`src/rtl/io_map_pkg.sv`:
```
// constants for the servo line function mapper
//
// Summary of operation
// - each of the nine input lines takes its function from its own code register (lines 1-8, then 9).
// - software writes a function code per line; outputs 1-5 and output 6 each follow their own code register.
// - an input coded 0x25 raises the reverse torque limit, one coded 0x26 the forward torque limit.
// - inputs coded 0x43 and 0x44 form a two-bit selector of the gear numerator.
// - an output coded 0x04 is high while the motor is at its target speed.
// - an output coded 0x05 is high once the motor has reached its target position.
// - an output coded 0x10 is high as an early overload warning.
// - by default out1 is servo ready, out2 zero speed, out5 alarm, out4 target position or brake.
`default_nettype none
package io_map_pkg;
    localparam int n_in = 9;
    localparam int n_out = 6;
    // function codes, inputs
    localparam logic [7:0] di_rev_tq = 8'h25;
    localparam logic [7:0] di_fwd_tq = 8'h26;
    localparam logic [7:0] di_gear0 = 8'h43;
    localparam logic [7:0] di_gear1 = 8'h44;
    // function codes, outputs
    localparam logic [7:0] do_ready = 8'h01;
    localparam logic [7:0] do_zero = 8'h03;
    localparam logic [7:0] do_speed = 8'h04;
    localparam logic [7:0] do_pos = 8'h05;
    localparam logic [7:0] do_alarm = 8'h07;
    localparam logic [7:0] do_brake = 8'h08;
    localparam logic [7:0] do_olw = 8'h10;
    // register byte offsets
    localparam logic [7:0] off_di_base = 8'h00; // input codes 1..9 at 0x00..0x20
    localparam logic [7:0] off_do_base = 8'h40; // output codes 1..6 at 0x40..0x54
    localparam logic [7:0] off_mode = 8'h80;
    localparam logic [7:0] off_status = 8'h84;
    // reset values
    localparam logic [7:0] rst_di_code = 8'h00;
    localparam logic [7:0] rst_do_code_0 = 8'h01;
    localparam logic [7:0] rst_do_code_1 = 8'h03;
    localparam logic [7:0] rst_do_code_2 = 8'h04;
    localparam logic [7:0] rst_do_code_3 = 8'h05;
    localparam logic [7:0] rst_do_code_4 = 8'h07;
    localparam logic [7:0] rst_do_code_5 = 8'h00;
    localparam logic rst_pos_mode = 1'b1;
endpackage : io_map_pkg
`default_nettype wire

```
`src/rtl/pin_sync.sv`:
```
// three-stage synchroniser with agreement filter for a bank of pins
`default_nettype none
module pin_sync #(
    parameter int width = 9
) (
    input wire logic hclk,
    input wire logic hresetn,
    input wire logic [width-1:0] pin,
    output logic [width-1:0] level
);
    typedef struct packed {
        logic [width-1:0] s1;
        logic [width-1:0] s2;
        logic [width-1:0] s3;
        logic [width-1:0] lvl;
    } sync_state_t;
    sync_state_t state_reg;
    sync_state_t state_next;

    // shift, and accept a change once stages two and three agree
    always_comb begin
        state_next = state_reg;
        state_next.s1 = pin;
        state_next.s2 = state_reg.s1;
        state_next.s3 = state_reg.s2;
        for (int i = 0; i < width; i++) begin
            if (state_reg.s2[i] == state_reg.s3[i]) begin
                state_next.lvl[i] = state_reg.s3[i];
            end
        end
    end

    always_ff @(posedge hclk or negedge hresetn) begin
        if (!hresetn) begin
            state_reg <= '0;
        end else begin
            state_reg <= state_next;
        end
    end

    assign level = state_reg.lvl;
endmodule : pin_sync
`default_nettype wire

```
`src/rtl/servo_io_function_mapper.sv`:
```
// line function mapper with its code registers on an ahb-lite slave
//
// The AHB-Lite interface to the registers and the placing of the registers are this design's own decisions.
`default_nettype none
module servo_io_function_mapper (
    input wire logic hclk,
    input wire logic hresetn,
    input wire logic hsel,
    input wire logic [31:0] haddr,
    input wire logic [1:0] htrans,
    input wire logic hwrite,
    input wire logic [2:0] hsize,
    input wire logic [31:0] hwdata,
    input wire logic hready,
    output logic [31:0] hrdata,
    output logic hreadyout,
    output logic hresp,
    input wire logic [8:0] di_pin,
    input wire logic servo_ready,
    input wire logic zero_speed,
    input wire logic speed_reached,
    input wire logic position_reached,
    input wire logic overload_warn,
    input wire logic alarm,
    input wire logic brake_release,
    output logic [5:0] do_pin,
    output logic rev_torque_limit_in,
    output logic fwd_torque_limit_in,
    output logic gear_num_sel0,
    output logic gear_num_sel1
);
    typedef struct packed {
        logic [8:0][7:0] di_code;
        logic [5:0][7:0] do_code;
        logic pos_mode;
        logic wr_pend;
        logic [7:0] wr_addr;
        logic [31:0] rdata;
        logic [5:0] dout;
        logic rev_tq;
        logic fwd_tq;
        logic g0;
        logic g1;
    } map_state_t;
    map_state_t state_reg;
    map_state_t state_next;

    logic [8:0] di_lvl;
    logic [5:0] do_src;
    logic [5:0] do_hit;
    logic [8:0] hit_rev;
    logic [8:0] hit_fwd;
    logic [8:0] hit_g0;
    logic [8:0] hit_g1;
    logic addr_phase;
    logic [7:0] a;

    // input pins cross into hclk
    pin_sync #(.width(9)) u_sync (
        .hclk(hclk),
        .hresetn(hresetn),
        .pin(di_pin),
        .level(di_lvl)
    );

    // per input line: decode its code against the mapped functions
    genvar gi;
    generate
        for (gi = 0; gi < 9; gi++) begin : g_in
            assign hit_rev[gi] = di_lvl[gi] && state_reg.di_code[gi] == io_map_pkg::di_rev_tq;
            assign hit_fwd[gi] = di_lvl[gi] && state_reg.di_code[gi] == io_map_pkg::di_fwd_tq;
            assign hit_g0[gi] = di_lvl[gi] && state_reg.di_code[gi] == io_map_pkg::di_gear0;
            assign hit_g1[gi] = di_lvl[gi] && state_reg.di_code[gi] == io_map_pkg::di_gear1;
        end
    endgenerate

    // per output line: select the status named by its code
    genvar go;
    generate
        for (go = 0; go < 6; go++) begin : g_out
            logic src;
            logic hit;
            always_comb begin
                hit = 1'b1;
                unique case (state_reg.do_code[go])
                    io_map_pkg::do_ready: src = servo_ready;
                    io_map_pkg::do_zero: src = zero_speed;
                    io_map_pkg::do_speed: src = speed_reached;
                    io_map_pkg::do_pos: src = position_reached;
                    io_map_pkg::do_alarm: src = alarm;
                    io_map_pkg::do_brake: src = brake_release;
                    io_map_pkg::do_olw: src = overload_warn;
                    default: begin
                        src = 1'b0;
                        hit = 1'b0;
                    end
                endcase
            end
            assign do_src[go] = src;
            assign do_hit[go] = hit;

        end
    endgenerate

    assign addr_phase = hsel && hready && htrans[1];
    assign a = haddr[7:0];

    // register writes, read data capture, line outputs
    always_comb begin
        state_next = state_reg;
        state_next.wr_pend = 1'b0;
        // data phase of a pending write
        if (state_reg.wr_pend) begin
            for (int i = 0; i < 9; i++) begin
                if (state_reg.wr_addr == io_map_pkg::off_di_base + 8'(4 * i)) begin
                    state_next.di_code[i] = hwdata[7:0];
                end
            end
            for (int i = 0; i < 6; i++) begin
                if (state_reg.wr_addr == io_map_pkg::off_do_base + 8'(4 * i)) begin
                    state_next.do_code[i] = hwdata[7:0];
                end
            end
            if (state_reg.wr_addr == io_map_pkg::off_mode) begin
                state_next.pos_mode = hwdata[0];
                // out4 default follows the mode when left at a default code
                if (state_reg.do_code[3] == io_map_pkg::do_pos
                        || state_reg.do_code[3] == io_map_pkg::do_brake) begin
                    state_next.do_code[3] = hwdata[0] ? io_map_pkg::do_pos
                        : io_map_pkg::do_brake;
                end
            end
        end
        // address phase
        if (addr_phase) begin
            state_next.wr_pend = hwrite;
            state_next.wr_addr = {a[7:2], 2'b00};
            state_next.rdata = '0;
            if (!hwrite) begin
                for (int i = 0; i < 9; i++) begin
                    if ({a[7:2], 2'b00} == io_map_pkg::off_di_base + 8'(4 * i)) begin
                        state_next.rdata = {24'h000000, state_reg.di_code[i]};
                    end
                end
                for (int i = 0; i < 6; i++) begin
                    if ({a[7:2], 2'b00} == io_map_pkg::off_do_base + 8'(4 * i)) begin
                        state_next.rdata = {24'h000000, state_reg.do_code[i]};
                    end
                end
                if ({a[7:2], 2'b00} == io_map_pkg::off_mode) begin
                    state_next.rdata = {31'h00000000, state_reg.pos_mode};
                end
                if ({a[7:2], 2'b00} == io_map_pkg::off_status) begin
                    state_next.rdata = {4'h0, state_reg.g1, state_reg.g0,
                        state_reg.fwd_tq, state_reg.rev_tq, 2'h0, do_hit,
                        state_reg.dout, 1'b0, di_lvl};
                end
            end
        end
        // functional outputs, registered
        state_next.rev_tq = |hit_rev;
        state_next.fwd_tq = |hit_fwd;
        state_next.g0 = |hit_g0;
        state_next.g1 = |hit_g1;
        state_next.dout = do_src & do_hit;
    end

    always_ff @(posedge hclk or negedge hresetn) begin
        if (!hresetn) begin
            state_reg <= '0;
            state_reg.pos_mode <= io_map_pkg::rst_pos_mode;
            for (int i = 0; i < 9; i++) begin
                state_reg.di_code[i] <= io_map_pkg::rst_di_code;
            end
            state_reg.do_code[0] <= io_map_pkg::rst_do_code_0;
            state_reg.do_code[1] <= io_map_pkg::rst_do_code_1;
            state_reg.do_code[2] <= io_map_pkg::rst_do_code_2;
            state_reg.do_code[3] <= io_map_pkg::rst_do_code_3;
            state_reg.do_code[4] <= io_map_pkg::rst_do_code_4;
            state_reg.do_code[5] <= io_map_pkg::rst_do_code_5;
        end else begin
            state_reg <= state_next;
        end
    end

    assign hrdata = state_reg.rdata;
    assign hreadyout = 1'b1;
    assign hresp = 1'b0;
    assign do_pin = state_reg.dout;
    assign rev_torque_limit_in = state_reg.rev_tq;
    assign fwd_torque_limit_in = state_reg.fwd_tq;
    assign gear_num_sel0 = state_reg.g0;
    assign gear_num_sel1 = state_reg.g1;
endmodule : servo_io_function_mapper
`default_nettype wire

```
`config.mk`:
```
export PLATFORM = sky130hd
export DESIGN_NAME = servo_io_function_mapper
export DESIGN_NICKNAME = d
export VERILOG_FILES = /design/src/rtl/io_map_pkg.sv /design/src/rtl/pin_sync.sv /design/src/rtl/servo_io_function_mapper.sv
export SDC_FILE = /design/constraint.sdc
export NUM_CORES = 1
export LEC_CHECK = 0
export BUFFER_PORTS_ARGS = -buffer_cell sky130_fd_sc_hd__buf_2
export CAP_MARGIN = 15
export CORE_MARGIN = 8
export CORE_UTILIZATION = 43
export DETAILED_ROUTE_END_ITERATION = 10
export GPL_TIMING_DRIVEN = 0
export RECOVER_POWER = 100
export SLEW_MARGIN = 5
export SYNTH_ARGS = -nofsm -noshare
export SYNTH_HDL_FRONTEND = slang
export SYNTH_HIERARCHICAL = 1
export SYNTH_SLANG_ARGS = --single-unit
```
`constraint.sdc`:
```
create_clock -name hclk -period 1.8 [get_ports hclk]
set_input_delay 0.18 -clock hclk [delete_from_list [all_inputs] [get_ports hclk]]
set_output_delay 0.18 -clock hclk [all_outputs]
set_load 0.02 [all_outputs]
```
Word-level counts from Yosys, hierarchy flattened:

Cells that the tools add are included.

* register bits after elaboration: 206
* bits in latches: 0
* RAM bits: 0
* bits in read-only memories: 0
* input port bits: 90
* logic and storage cells: 256
* memories kept: 0

* $add $sub $neg: 0
* $mul: 0
* divide/modulo/power cells: 0
* $lt $le $gt $ge: 0
* equality and inequality tests: 118
* shift operators: 0
* mux-type cells: 35
* bitwise logic cells: 1
* reductions and logical operators: 66

Operators with widths (count)
* 2-to-1 mux 32 bit: 17
* == test 8 x 3 -> 1 bit (second input constant): 18
* == test 8 x 6 -> 1 bit (second input constant): 18
* == test 8 x 7 -> 1 bit (second input constant): 18
* == test 6 x 5 -> 1 bit (second input constant): 12
* == test 6 x 3 -> 1 bit (second input constant): 8
* == test 8 x 1 -> 1 bit (second input constant): 6
* == test 8 x 2 -> 1 bit (second input constant): 6
* == test 8 x 4 -> 1 bit (second input constant): 6
* == test 8 x 5 -> 1 bit (second input constant): 6
* one-hot mux 1 bit (7 select lines): 6
* OR reduction 7 bit: 6
* 2-to-1 mux 41 bit: 1
* logical AND 1 bit: 38
* OR reduction 9 bit: 4
* 2-to-1 mux 8 bit: 4
* AND reduction 2 bit: 15
* == test 6 x 2 -> 1 bit (second input constant): 4
* == test 6 bit (second input constant): 3
* == test 6 x 1 -> 1 bit (second input constant): 2
* == test 6 x 4 -> 1 bit (second input constant): 2
* == test 1 bit: 9
* logical NOT 8 bit: 1
* AND 6 bit: 1
* other kinds (4): 9

Longest topological paths before layout:

* depth in word-level cells: 20
* depth in mapped cells: 8
* depth with buffers taken out: 5

Cells and area by module:

The synthesis kept the hierarchy.

Modules (own cells, without submodules)
* servo_io_function_mapper: times used 1, cells each 862, area an instance 9240.1 sq um, sequential area each 4091.4 sq um
* pin_sync: times used 1, cells each 54, area an instance 1069.8 sq um, sequential area each 900.9 sq um

Worst setup path after synthesis:

No wires, ideal clock.

* kind: reg2reg
* start point: register state_reg[45] in the netlist's numbering
* end point: register state_reg[76] in the netlist's numbering
* data arrival time: 1737 ps
* slack: -19 ps
* stages on the path, launching flop included: 7
* period minus slack after synthesis: 1819 ps
* path through: dfrtp_1 clkbuf_1 nor4_1 and3b_1 nand2_1 o21bai_2 mux2_2

* longest elaborated chain between the ends: 4

RTL lines
* start: declaration: RTL line servo_io_function_mapper.sv:45 `map_state_t state_reg;`
* start signal: assignment: RTL line servo_io_function_mapper.sv:182 `state_reg <= state_next;`
* == test 6 x 5 -> 1 bit: RTL line servo_io_function_mapper.sv:120 `if (state_reg.wr_addr == io_map_pkg::off_do_base + 8'(4 * i)) begin`
* 2-to-1 mux 8 bit: RTL line servo_io_function_mapper.sv:120
* 2-to-1 mux 8 bit: RTL line servo_io_function_mapper.sv:127 `if (state_reg.do_code[3] == io_map_pkg::do_pos`
* 2-to-1 mux 8 bit (*): RTL line servo_io_function_mapper.sv:124 `if (state_reg.wr_addr == io_map_pkg::off_mode) begin`

Mark *: on every way between the ends. The rest lies on a longest branch, timed or not.
A chain may end at the register's enable or synchronous reset.

Worst setup path after layout:

* start point: register state_reg[48] in the netlist's numbering
* end point: register state_reg[112] in the netlist's numbering

* longest elaborated chain between the ends: 2

RTL lines
* == test 6 x 1 -> 1 bit: RTL line servo_io_function_mapper.sv:115 `if (state_reg.wr_addr == io_map_pkg::off_di_base + 8'(4 * i)) begin`
* AND reduction 2 bit (no line)

Every way passes these cells.

==> run metrics <==
initial DRC count 934; Worst path max stage delay 0.44 ns; DRC 0; Async SR Flop Fraction 1.00; Final Max Slew Viols 0; critical path's slowest cell dfrtp_1; Die Ht 171 um; min-delay worst type input port to flop; Yosys top cell area share 0.459; fin worst setup slack -0.00329 ns; crit path time final 1.80 ns; largest cells by area after synthesis dfrtp_1 (46%), mux2_2 (13%), buf_4 (3.6%), dfstp_2 (2.5%), nand2_1 (2.3%); Die Wd 171 um; mapped cell area 10300 sq um; n_diodes 0; Setup CP Type flop to flop; Area after DPL 11100 sq um; register area share after synthesis 0.484; leakage power 4.99 nW; FF-to-FF Start state_reg[48]; Worst Min Path Start hwrite; startpoint types flop; DR WL/cell 24.3 um; #FFs+latches synth 199; global route total overflow 0; antenna violations before repair 0; Slew HR 0.359; final wirelength 32.7 mm; number of flip-flops in the largest register 128; final hold vios 0; Max Cap Violations 0; count of TritonRoute iterations in the first routing pass 5; crit-path cells nor2_1 > nand2_1 > nor3_2 > nand2_2 > mux2_2; TritonCTS clock tree built; hold path endpoint state_reg[50]; Peak VDD IR 0.546 mV; top_reg_cell synth dfrtp_1; I/O pin count 134; FF-to-FF path depth 5; r2r setup slk -0.003 ns; Layout Nets 1106; Fmax 555 MHz; P per Cell Area 911 nW/um^2; Synth area leader dfrtp_1; HPWL Detailed 23.7 mm; DIE AREA 29200 sq um; Initial Util 0.438; Clock Latency Late Sink 0.45 ns; largest net degree at the start of global routing 107; post-route cell area 12000 sq um; Worst Path Required 2.14 ns; failing checks negative setup slack; H-tree levels 4; YS warnings 6; CP endpoint kind flop; first-pass GRT wire length 48.9 mm; pin slew with the least headroom to its limit 0.961 ns; core footprint 23500 sq um; CTS Buffer Depth 2; vias in the first global route 7783; DR vias/cell 6.03; minimum hold slack 0.0202 ns; CTS root buffer clkbuf_16; Hold Path Stages 3; Post-synth EDFFs 0; clock sinks 199; post-route ant nets 0; IO Port Bufs 67; Gate Count Post-Synth 916; worst r2r dst state_reg[112]; status finished with violations; Clock Skew 0.0118 ns; Worst EP arrival 2.14 ns; vias 8131; Reg clk slew, reported paths 0.09 ns; layout cell share with drive strength beyond 1 0.314; RSZ-0062 raised after global routing yes; gr usage total 0.226; # setup viols final 4; cts bufs inserted 17; global placer's final weighted congestion 0.986; total design power 11.0 mW; critical path peak fanout 8; synthesis-to-layout area growth 16.9%; Netlist cell types 74; period utilization 1.00; mean area per synthesized cell 11.3 sq um; number of cell rows 56
-- report_power, final --
part           internal (mW)  switching [mW]  leakage [nW]  total (mW)
Combinational          0.686           0.770          2.29        1.46
Clock                   1.98            2.20         0.311        4.18
Sequential              4.85           0.492          2.39        5.34
Total                   7.52            3.46          4.99        11.0
-- routing by layer --
metal	share of wire	vias up	GRT usage
met1	0.42	4095	0.305
li1	-	3584	-
met2	0.47	391	0.362
met4	0.027	0	0.0696
met3	0.085	61	0.0447
met5	0	-	0
-- how the worst max path moves through the flow --
stage / endpoint / slack [ns] / depth (start not counted) / from
floorplan: do_pin[1] / 0.01 / 6 / state_reg[61]
global placement: do_pin[2] / -2.89 / 1 / hresetn
detailed placement: hrdata[0] / -0.64 / 6 / haddr[3]
CTS: state_reg[76] / -0.17 / 6 / state_reg[45]
global route: state_reg[76] / -0.08 / 5 / state_reg[46]
finish: state_reg[112] / -0.003 / 5 / state_reg[48]
-- metrics by stage --
step / setup TNS [ns] / util / std cells / setup slack, ns
2_1_floorplan: 0 / - / 923 / 0.0113
5_1_grt: -0.535 / 0.512 / 1348 / -0.0800
4_1_cts: -1.22 / 0.506 / 1343 / -0.173
3_5_place_dp: -15.20 / 0.472 / 1310 / -0.637
3_3_place_gp: -575.13 / 0.471 / 1309 / -2.89
6_report: -0.00535 / 0.512 / 1348 / -0.00329
-- kinds of logic (layout without fill, tap and decap cells) --
| kind of cell | count (synthesis) | after routing | share of synthesized area |
|---|---|---|---|
| buf+inv | 112 | 218 | 0.0621 |
| compound gates | 175 | 175 | 0.124 |
| other cells | 2 | 9 | 0.000728 |
| simple gates | 281 | 281 | 0.162 |
| mux | 132 | 132 | 0.152 |
| fa+ha+maj | 9 | 9 | 0.00983 |
| xor+xnor | 6 | 6 | 0.00510 |
| flops | 199 | 199 | 0.484 |
-- Yosys cell counts, types with 7 or more instances --
library cell	n
a22oi_1	8
nand2b_1	15
mux4_2	8
nor2b_1	12
a22o_1	20
clkbuf_1	35
maj3_2	9
a211o_1	8
buf_2	14
nand3_1	12
a32o_1	9
nor3_1	30
dfstp_2	10
a21oi_1	23
nor2_1	38
mux2_2	115
dfrtp_1	189
nand3b_1	21
nor4b_1	21
inv_1	10
nand4b_1	9
and2_1	7
nor3b_1	9
o21ai_0	30
nor4_1	8
mux2i_1	9
a31oi_1	7
o22ai_1	10
buf_4	50
nand2_1	63
-- area by class of cell --
type | instances | area (sq um)
fillers | 2208 | 11500
repair buffers | 87 | 483
well taps | 319 | 399
plain buffers | 89 | 566
multi-input cells | 612 | 4920
flip-flops and latches | 199 | 5000
clock inverters | 15 | 218
clock buffers | 17 | 425
inverters | 10 | 37.5
-- layout by cell type, fill, tap and decap left out, types with 6 or more instances in the layout --
cell type,count
nor2_1,36
inv_1,10
a31oi_1,7
a22o_1,20
maj3_1,9
nand4b_1,9
mux2i_1,9
conb_1,9
nor3_1,27
nand2_1,60
dfrtp_1,184
a32o_1,9
a21oi_1,23
buf_4,60
dfstp_2,10
clkbuf_16,17
nor3b_1,7
nand2b_1,14
o21ai_0,30
a2bb2oi_1,6
buf_2,42
nor4b_1,15
inv_12,6
a211o_1,8
and2_1,6
mux4_2,8
dlygate4sd3_1,10
clkbuf_1,56
nand3b_1,21
nand4_1,6
nor2b_1,12
nand3_1,11
a22oi_1,8
mux2_2,115
o22ai_1,10
-- critical path, delay by kind of cell, from the launching register on --
kind | cells | cell delay, ns
DFF | 1 | 0.44
muxes | 1 | 0.34
and+or+nand+nor | 4 | 0.91
-- repair_timing --
| action | CTS | global route |
|---|---|---|
| buffers inserted | 2 | 7 |
| gates resized for setup | 18 | 38 |
| endpoints found under the setup margin | 60 | 96 |
| hold endpoints to repair | 94 | 0 |
| pin swaps | 3 | 5 |
| hold buffers | 10 | 0 |
No activity file was read; power rests on OpenSTA's default activity.
